===== src/rtl/rsp_cfg.svh =====
// rheostat serial frame port constants: frame layout, commands, widths
// assumes inclusion by bare name from rtl files
//
// Overview of operation
// - sample serial input on serial clock falling edges
// - shift register enabled only while select low
// - update register on select rise after a whole multiple of sixteen clocks
// - short frame on select rise is discarded
// - sixteen-bit input shift register holds frame
// - shift register contents leave on serial output
// - serial output open drain, host pulls up
// - frame: two zeros, four command, ten data
// - bit counter counts serial clocks modulo sixteen
// - command one loads wiper, zero does nothing
// - wiper readback in last ten clocks next frame
`ifndef RSP_CFG_SVH
`define RSP_CFG_SVH
`define RSP_FRAME_BITS 16
`define RSP_CNT_BITS 4
`define RSP_CNT_LAST 4'hf
`define RSP_PIN_IDLE 3'h2
`define RSP_DATA_BITS 10
`define RSP_CMD_MSB 13
`define RSP_CMD_LSB 10
`define RSP_CMD_NOP 4'h0
`define RSP_CMD_WRITE 4'h1
`define RSP_CMD_READ 4'h2
`define RSP_WIPER_RESET 10'h200
`endif


===== src/rtl/rsp_pkg.sv =====
// rheostat serial frame port types
// assumes rsp_cfg.svh alongside
`include "rsp_cfg.svh"
package rsp_pkg;
	typedef logic [`RSP_FRAME_BITS-1:0] rsp_frame_t;
	typedef logic [`RSP_DATA_BITS-1:0] rsp_wiper_t;
	typedef logic [`RSP_CMD_MSB-`RSP_CMD_LSB:0] rsp_cmd_t;
endpackage : rsp_pkg


===== src/rtl/rsp_pins_if.sv =====
// synchronised pin bundle between the pin filter and the frame logic
// assumes one clock domain, clk
`timescale 1ns/1ns
interface rsp_pins_if;
	logic sel_n;
	logic sclk_fall;
	logic sel_rise;
	logic din;
	modport src (output sel_n, output sclk_fall, output sel_rise, output din);
	modport dst (input sel_n, input sclk_fall, input sel_rise, input din);
endinterface : rsp_pins_if


===== src/rtl/rsp_frame_port.sv =====
// rheostat serial frame port: frame receive, wiper update, readback shift-out
// assumes serial pins asynchronous to clk, serial clock far slower than clk
`timescale 1ns/1ns
`include "rsp_cfg.svh"
module rsp_frame_port
	import rsp_pkg::*;
(
	// clock and control
	input wire logic clk,
	input wire logic sys_rst,
	input wire logic clk_en,
	// serial pins
	input wire logic sclk,
	input wire logic sel_n,
	input wire logic din,
	input wire logic serial_out_od_i,
	output logic serial_out_od_o,
	output logic serial_out_od_oe_n,
	// wiper state
	output rsp_wiper_t wiper_register,
	output logic wiper_update
);
	typedef enum logic [1:0] {
		RSP_IDLE = 2'b01,
		RSP_SHIFT = 2'b10
	} rsp_state_t;

	rsp_pins_if pins ();

	rsp_pin_sync u_sync (
		.clk(clk),
		.sys_rst(sys_rst),
		.clk_en(clk_en),
		.sclk_pin(sclk),
		.sel_n_pin(sel_n),
		.din_pin(din),
		.pins(pins)
	);

	rsp_state_t state_reg, state_next;
	rsp_frame_t shift_reg, shift_next;
	logic [`RSP_CNT_BITS-1:0] cnt_reg, cnt_next;
	logic full_reg, full_next;
	rsp_wiper_t wiper_reg, wiper_next;
	logic upd_reg, upd_next;
	logic rd_pend_reg, rd_pend_next;
	logic out_reg, out_next;
	rsp_cmd_t cmd;

	assign cmd = shift_reg[`RSP_CMD_MSB:`RSP_CMD_LSB];

	always_comb
	begin
		state_next = state_reg;
		shift_next = shift_reg;
		cnt_next = cnt_reg;
		full_next = full_reg;
		wiper_next = wiper_reg;
		upd_next = 1'b0;
		rd_pend_next = rd_pend_reg;
		out_next = out_reg;
		case (state_reg)
			RSP_IDLE:
			begin
				out_next = 1'b1;
				if (!pins.sel_n)
				begin
					// frame opens; readback data preloaded into low bits
					state_next = RSP_SHIFT;
					cnt_next = '0;
					full_next = 1'b0;
					if (rd_pend_reg)
					begin
						shift_next = {6'h00, wiper_reg};
						rd_pend_next = 1'b0;
					end
					out_next = shift_next[`RSP_FRAME_BITS-1];
				end
			end
			RSP_SHIFT:
			begin
				if (pins.sel_rise)
				begin
					state_next = RSP_IDLE;
					out_next = 1'b1;
					// only whole multiples of sixteen clocks commit
					if (full_reg && cnt_reg == '0)
					begin
						if (cmd == `RSP_CMD_WRITE)
						begin
							wiper_next = shift_reg[`RSP_DATA_BITS-1:0];
							upd_next = 1'b1;
						end
						else if (cmd == `RSP_CMD_READ)
							rd_pend_next = 1'b1;
					end
					// otherwise partial frame dropped
				end
				else if (pins.sclk_fall)
				begin
					shift_next = {shift_reg[`RSP_FRAME_BITS-2:0], pins.din};
					cnt_next = cnt_reg + 4'h1;
					if (cnt_reg == `RSP_CNT_LAST)
						full_next = 1'b1;
					// msb leaves after each shift, for cascading
					out_next = shift_next[`RSP_FRAME_BITS-1];
				end
			end
			default:
			begin
				state_next = RSP_IDLE;
				out_next = 1'b1;
			end
		endcase
	end

	always_ff @(posedge clk)
	begin
		if (sys_rst)
		begin
			state_reg <= RSP_IDLE;
			shift_reg <= 16'h0000;
			cnt_reg <= 4'h0;
			full_reg <= 1'b0;
			wiper_reg <= `RSP_WIPER_RESET;
			upd_reg <= 1'b0;
			rd_pend_reg <= 1'b0;
			out_reg <= 1'b1;
		end
		else if (clk_en)
		begin
			state_reg <= state_next;
			shift_reg <= shift_next;
			cnt_reg <= cnt_next;
			full_reg <= full_next;
			wiper_reg <= wiper_next;
			upd_reg <= upd_next;
			rd_pend_reg <= rd_pend_next;
			out_reg <= out_next;
		end
	end

	// open drain: pull low only, otherwise released to the host pull-up
	assign serial_out_od_o = 1'b0;
	assign serial_out_od_oe_n = out_reg | pins.sel_n;
	assign wiper_register = wiper_reg;
	assign wiper_update = upd_reg;
endmodule : rsp_frame_port


===== src/rtl/rsp_pin_sync.sv =====
// three-stage synchronisers for the serial pins plus edge detection
// assumes pins are asynchronous to clk; edges count once stages two and three agree
`timescale 1ns/1ns
`include "rsp_cfg.svh"
module rsp_pin_sync
	import rsp_pkg::*;
(
	// clock and control
	input wire logic clk,
	input wire logic sys_rst,
	input wire logic clk_en,
	// raw pins
	input wire logic sclk_pin,
	input wire logic sel_n_pin,
	input wire logic din_pin,
	// filtered outputs
	rsp_pins_if.src pins
);
	logic [2:0] s1_reg, s1_next;
	logic [2:0] s2_reg, s2_next;
	logic [2:0] s3_reg, s3_next;
	logic [2:0] st_reg, st_next;
	logic [2:0] raw;
	logic [2:0] fall, rise;

	assign raw = {din_pin, sel_n_pin, sclk_pin};

	always_comb
	begin
		s1_next = raw;
		s2_next = s1_reg;
		s3_next = s2_reg;
		st_next = st_reg;
		for (int i = 0; i < 3; i++)
		begin
			// stable value updates only when stages two and three agree
			if (s2_reg[i] == s3_reg[i])
				st_next[i] = s3_reg[i];
		end
	end

	always_ff @(posedge clk)
	begin
		if (sys_rst)
		begin
			// idle pin levels, so leaving reset shows no false clock edge
			s1_reg <= `RSP_PIN_IDLE;
			s2_reg <= `RSP_PIN_IDLE;
			s3_reg <= `RSP_PIN_IDLE;
			st_reg <= `RSP_PIN_IDLE;
		end
		else if (clk_en)
		begin
			s1_reg <= s1_next;
			s2_reg <= s2_next;
			s3_reg <= s3_next;
			st_reg <= st_next;
		end
	end

	assign fall = st_reg & ~st_next;
	assign rise = ~st_reg & st_next;
	assign pins.sclk_fall = fall[0] & clk_en;
	assign pins.sel_rise = rise[1] & clk_en;
	assign pins.sel_n = st_reg[1];
	assign pins.din = st_next[2];
endmodule : rsp_pin_sync


===== config.mk =====
export PLATFORM = sky130hd
export DESIGN_NAME = rsp_frame_port
export DESIGN_NICKNAME = d
export VERILOG_FILES = /design/src/rtl/rsp_pkg.sv /design/src/rtl/rsp_pins_if.sv /design/src/rtl/rsp_frame_port.sv /design/src/rtl/rsp_pin_sync.sv
export VERILOG_INCLUDE_DIRS = /design/src /design/src/rtl
export SDC_FILE = /design/constraint.sdc
export NUM_CORES = 1
export LEC_CHECK = 0
export ABC_AREA = 1
export BUFFER_PORTS_ARGS = -buffer_cell sky130_fd_sc_hd__buf_2
export CAP_MARGIN = 15
export CORE_UTILIZATION = 60
export CTS_BUF_LIST = sky130_fd_sc_hd__clkbuf_16
export DETAILED_ROUTE_END_ITERATION = 7
export HOLD_SLACK_MARGIN = 0.08
export PLACE_DENSITY = 0.8
export SETUP_SLACK_MARGIN = 0.15
export SLEW_MARGIN = 20
export SYNTH_ARGS = -nofsm -noshare
export SYNTH_HDL_FRONTEND = slang
export SYNTH_SLANG_ARGS = --single-unit

===== constraint.sdc =====
create_clock -name clk -period 4.4 [get_ports clk]
set_clock_uncertainty 0.15 [all_clocks]
set_input_delay 0.88 -clock clk [delete_from_list [all_inputs] [get_ports clk]]
set_output_delay 0.88 -clock clk [all_outputs]
set_load 0.01 [all_outputs]

==> impl_metrics.yaml, run 1 <==
logic_synthesis:
  synthFlopType: "dfxtp_1"
  synth_fp_nets: 359
  yosys.area.top_type: "dfxtp_1"
  syn_area_um2: 2374
  ys_seq_area_frac: 0.4048
  syn_avg_cell_area_um2: 6.820
  synth_area_leaders: "dfxtp_1 (40%), nand2_1 (12%), inv_1 (9.8%), nor2_1 (7.3%), nand3_1 (5.9%)"
  ys_warn_count: 0
  synth_cell_types: 31
  async_flop_share: 0
  synthCells: 348
  yosysTopAreaCellShare: 0.4048
  synth_edf_count: 0
  ys_seq_elements: 48
final_layout:
  final_common_cell: "nand2_1"
  largest_reg_flops: 16
  mostFrequentLayoutCells: "nand2_1 (79), inv_1 (63), dfxtp_1 (48)"
  final_nets: 369
  fillers: 347
  final_util: 0.7003
  drive_gt1_frac: 0.1086
  area_growth_syn_to_layout_pct: 9.647
  diodes: 0
routing:
  viasPerCell: 5.064
  drc: 0
  wirelength_mm: 4.625
  final_antenna_net_count: 0
  dr_total_vias: 2061
  first_pass_iters: 5
  drt_iter0_markers: 117
  routedWlPerCell_um: 11.36
cts:
  ctsResizeCount: 0
  cts_sinks: 48
  h-tree-depth: 2
  cts_hold_buffers: 0
  cts.clk_slew.worst_paths_ns: 0.06
  post_cts_buffers: 0
  cts_buffer_depth: 2
  cts_tree: "built"
  clkLatencyLatePin_ns: 0.28
  root_buffer: "clkbuf_16"
  cts-buffers-inserted: 5
critical_path:
  path_max_fanout: 24
  r2r_cells: 7
  cp-end-kind: "flop"
  cp.arrival_ns: 2.64
  critPathKind: "flop to flop"
  path_cells: "inv_1 -> ha_1 -> nand2_1 -> nor3_1 -> nand2_1 -> o21ai_0 -> nor2_1"
  max_stage_delay_ns: 0.71
  crit_path_top_delay_cell: "ha_1"
  cp_num_buf_inv: 1
  crit_family: "simple AND/OR/NAND/NOR gates"
  critical_path_depth: 7
  cp_common_cell: "nand2_1"
  critical_path_required_ns: 4.42
  cp-start-kind: "flop"
die:
  start_util: 0.6387
  dieHeight_um: 64.90
  die-area_um2: 4211
  die_w_um: 64.90
  pin_count: 20
  coreArea_um2: 3716
  placementRows: 22
global_route:
  grt_first_pass_wirelength_mm: 8.231
  grt_max_degree: 29
  grt_pass1_vias: 1911
  track_usage: 0.2523
  grt_antenna_before_repair: 0
  overflow: 0
place:
  portBuffers: 17
  dp_hpwl_mm: 3.036
  gp_congestion: 0.7581
pwr:
  vdd_drop_max_mv: 0.2572
  power.leakage_uw: 0.001199
  power_density_nw_per_um2: 406.3
sta:
  fmax_mhz: 381.4
  post-route-period-util: 0.5959
  worst_slew_pin_slew_ns: 0.8638
  max_slew_margin: 0.4241
  period_needed_ns: 2.622
  finalSetupViolCount: 0
  tns_ns: 0
  holdWs_ns: 0.3219
  hold_viol: 0
  rsz0062_at_grt: "false"
  finalMaxSlewViolations: 0
min_path:
  whs_path_depth: 2
  hold_class: "flop to flop"
outcome:
  status: "finished, final reports clean"
run:
  drv_cap: 0
## final timing paths
kind | start | end | slack (ns)
hold reg to reg | u_sync.s3_reg[0]$_SDFFE_PP0P_ | u_sync.s3_reg[0]$_SDFFE_PP0P_ | 0.32
setup reg to reg | state_reg[0]$_SDFFE_PP1P_ | wiper_register[5]$_SDFFE_PP0P_ | 1.78
hold / removal | u_sync.s3_reg[0]$_SDFFE_PP0P_ | u_sync.s3_reg[0]$_SDFFE_PP0P_ | 0.32
setup / recovery | state_reg[0]$_SDFFE_PP1P_ | wiper_register[5]$_SDFFE_PP0P_ | 1.78
## worst register-to-register path: cells and delay by family (launching register included)
| kind | cells | cell delay, ns |
|---|---|---|
| AO/OA/AOI/OAI | 1 | 0.32 |
| adder cells (fa/ha/maj) | 1 | 0.71 |
| buffers and inverters | 1 | 0.06 |
| flip-flops | 1 | 0.33 |
| AND/OR/NAND/NOR | 4 | 0.94 |
## metal layers
| metal | global-route usage | part of all wire | vias to the layer above |
|---|---|---|---|
| met5 | 0 | 0 | - |
| met4 | 0.07778 | 0.0058 | 0 |
| met3 | 0.06338 | 0.049 | 2 |
| met2 | 0.4401 | 0.50 | 45 |
| met1 | 0.3005 | 0.45 | 925 |
| li1 | - | - | 1089 |
## synth_stat cells, drive strengths merged, types with 4 or more instances
| cell | number |
|---|---|
| nand3 | 30 |
| nand2 | 84 |
| a21oi | 16 |
| dfxtp | 48 |
| a22oi | 9 |
| ha | 4 |
| clkbuf | 6 |
| o21ai | 22 |
| inv | 62 |
| nor2 | 48 |
| buf | 9 |
## power breakdown
| part | total (µW) | internal, µW | switching (µW) |
|---|---|---|---|
| Combinational | 161 | 49.2 | 112 |
| Clock | 416 | 265 | 151 |
| Sequential | 481 | 462 | 18.8 |
| Total | 1060 | 776 | 282 |
## logic make-up (layout without fill, tap and decap cells)
| kind of cell | count (synthesis) | after routing | share of synthesized area |
|---|---|---|---|
| compound gates | 50 | 50 | 0.1249 |
| flops | 48 | 48 | 0.4048 |
| xor+xnor | 2 | 2 | 0.007381 |
| buf+inv | 77 | 88 | 0.1349 |
| fa+ha+maj | 4 | 4 | 0.02109 |
| other cells | 1 | 1 | 0.001580 |
| simple gates | 166 | 166 | 0.3052 |
## metrics by stage
| step | area [µm²] | setup WS [ns] | instances | total power [µW] |
|---|---|---|---|---|
| 2_1_floorplan | 2374 | 2.409 | 348 | 621.0 |
| 3_3_place_gp | 2439 | 1.766 | 399 | 645.5 |
| 4_1_cts | 2603 | 1.803 | 407 | 1065 |
| 3_5_place_dp | 2439 | 1.721 | 399 | 649.7 |
| 6_report | 2603 | 1.778 | 407 | 1057 |
| 5_1_grt | 2603 | 1.467 | 407 | 1114 |
## cell type report
| cell class | count | area, µm² | area share |
|---|---|---|---|
| multi-input combinational | 223 | 1092 | 0.4197 |
| sequential | 48 | 960.9 | 0.3692 |
| inverter | 62 | 232.7 | 0.08942 |
| clock buffer | 5 | 125.1 | 0.04808 |
| timing repair buffer | 18 | 92.59 | 0.03558 |
| tap | 48 | 60.06 | 0.02308 |
| clock inverter | 3 | 38.79 | 0.01490 |
Power figures use the tool's default switching activity.
==> run 2, diff against run 1 <==
CORE_UTILIZATION = 59   (was 60)
PLACE_DENSITY = 0.79   (was 0.8)
clock period = 2.6 ns   (was 4.4 ns; I/O delays follow)
==> run 2 against run 1 <==
Effect of this change: clock power is 74% higher; critical path type unchanged; worst setup slack got worse by 1.3 ns; via count up 1.4%; fmax up 23%; sequential cell count stayed put; largest power group unchanged; non-clock buffer count up 5; clock-buffer cell count did not move; design area increased by 1.7%.
==> impl_metrics.yaml, run 2 (same netlist as run 1, synthesis figures left out) <==
final_layout:
  largest_reg_flops: 16
  diodes: 0
  area_growth_syn_to_layout_pct: 11.49
  drive_gt1_frac: 0.1264
  final_nets: 374
  final_util: 0.7017
  fillers: 299
  mostFrequentLayoutCells: "nand2_1 (78), inv_1 (62), dfxtp_1 (48)"
  final_common_cell: "nand2_1"
critical_path:
  critPathKind: "flop to flop"
  cp-start-kind: "flop"
  crit_family: "simple AND/OR/NAND/NOR gates"
  max_stage_delay_ns: 0.42
  path_max_fanout: 20
  cp-end-kind: "flop"
  crit_path_top_delay_cell: "ha_1"
  cp_num_buf_inv: 1
  critical_path_required_ns: 2.63
  cp.arrival_ns: 2.15
  path_cells: "inv_1 -> ha_1 -> nand2_1 -> nor3_1 -> nand2_2 -> o21ai_0 -> nor2_1"
routing:
  routedWlPerCell_um: 11.51
  wirelength_mm: 4.741
  dr_total_vias: 2089
  first_pass_iters: 4
  drc: 0
  drt_iter0_markers: 180
  viasPerCell: 5.070
  final_antenna_net_count: 0
global_route:
  grt_max_degree: 25
  grt_pass1_vias: 1994
  track_usage: 0.2547
  overflow: 0
  grt_antenna_before_repair: 0
  grt_first_pass_wirelength_mm: 8.459
sta:
  tns_ns: 0
  post-route-period-util: 0.8165
  max_slew_margin: 0.5253
  setup_ws_ns: 0.4770
  finalMaxSlewViolations: 0
  hold_viol: 0
  rsz0062_at_grt: "false"
  period_needed_ns: 2.123
  worst_slew_pin_slew_ns: 0.7094
  fmax_mhz: 471.0
  finalSetupViolCount: 0
pwr:
  power.leakage_uw: 0.001221
  power.total_uw: 1824
  vdd_drop_max_mv: 0.3264
  power_density_nw_per_um2: 689.4
die:
  dieHeight_um: 65.43
  die_w_um: 65.43
  start_util: 0.6294
  coreArea_um2: 3771
  pin_count: 20
  die-area_um2: 4280
  placementRows: 22
place:
  gp_congestion: 0.7742
  portBuffers: 17
  dp_hpwl_mm: 3.199
  pre_cts_ws_ns: 0.3288
min_path:
  hold_class: "input pin to flop"
cts:
  post_cts_buffers: 0
  ctsResizeCount: 0
  cts_tree: "built"
  cts_hold_buffers: 0
  cts.clk_slew.worst_paths_ns: 0.06
  h-tree-depth: 2
  clkLatencyLatePin_ns: 0.29
  root_buffer: "clkbuf_16"
  cts_sinks: 48
  cts-buffers-inserted: 5
  cts_buffer_depth: 2
outcome:
  status: "finished, final reports clean"
run:
  drv_cap: 0
run 2: cell count changes in the layout (fill, tap and decap cells not counted):
| cell | before | now |
|---|---|---|
| clkinvlp_4 | 0 | 1 |
| nand2_2 | 3 | 4 |
| buf_4 | 1 | 6 |
| nand2_1 | 79 | 78 |
| inv_1 | 63 | 62 |
run 2: path summary, 6_finish.rpt:
kind,slack (ns),end,startpoint,depth (start not counted)
max,0.48,wiper_register[1]$_SDFFE_PP0P_,state_reg[0]$_SDFFE_PP1P_,7
min reg2reg,0.32,u_sync.s1_reg[1]$_SDFFE_PP1P_,u_sync.s1_reg[1]$_SDFFE_PP1P_,2
max reg2reg,0.48,wiper_register[1]$_SDFFE_PP0P_,state_reg[0]$_SDFFE_PP1P_,7
min,0.30,u_sync.s1_reg[1]$_SDFFE_PP1P_,sel_n,3
run 2: area by class of cell:
cell class | instances | area (µm²) | area share
clock inverter | 3 | 42.54 | 0.01608
sequential | 48 | 960.9 | 0.3631
clock buffer | 5 | 125.1 | 0.04728
timing repair buffer | 23 | 130.1 | 0.04917
inverter | 62 | 232.7 | 0.08794
multi-input combinational | 223 | 1095 | 0.4137
tap | 48 | 60.06 | 0.02270
run 2: worst reg2reg max path: stages (launching register included):
cell	delay [ns]
dfxtp_1	0.32
inv_1	0.07
ha_1	0.42
nand2_1	0.13
nor3_1	0.34
nand2_2	0.29
o21ai_0	0.25
nor2_1	0.06
run 2: routing by layer:
layer	track usage	wire length [µm]	vias up
met1	0.3149	2306	941
met2	0.4356	2234	39
li1	-	-	1103
met5	0	0	-
met4	0.08696	54	0
met3	0.05382	145	6
run 2: stage by stage:
step                instance area [µm²]  cells  hold WS, ns
finish                             2646    412       0.3011
global route                       2646    412       0.2994
CTS                                2644    412       0.3009
detailed placement                 2476    404       0.3109
global placement                   2476    404       0.2925
floorplan                          2374    348       0.2792
run 2: where the power goes:
part	leakage (µW)	switching, µW	internal (µW)
Combinational	0.000750	193	92.9
Clock	0.0000798	273	452
Sequential	0.000391	33.0	781
Total	0.00122	499	1330
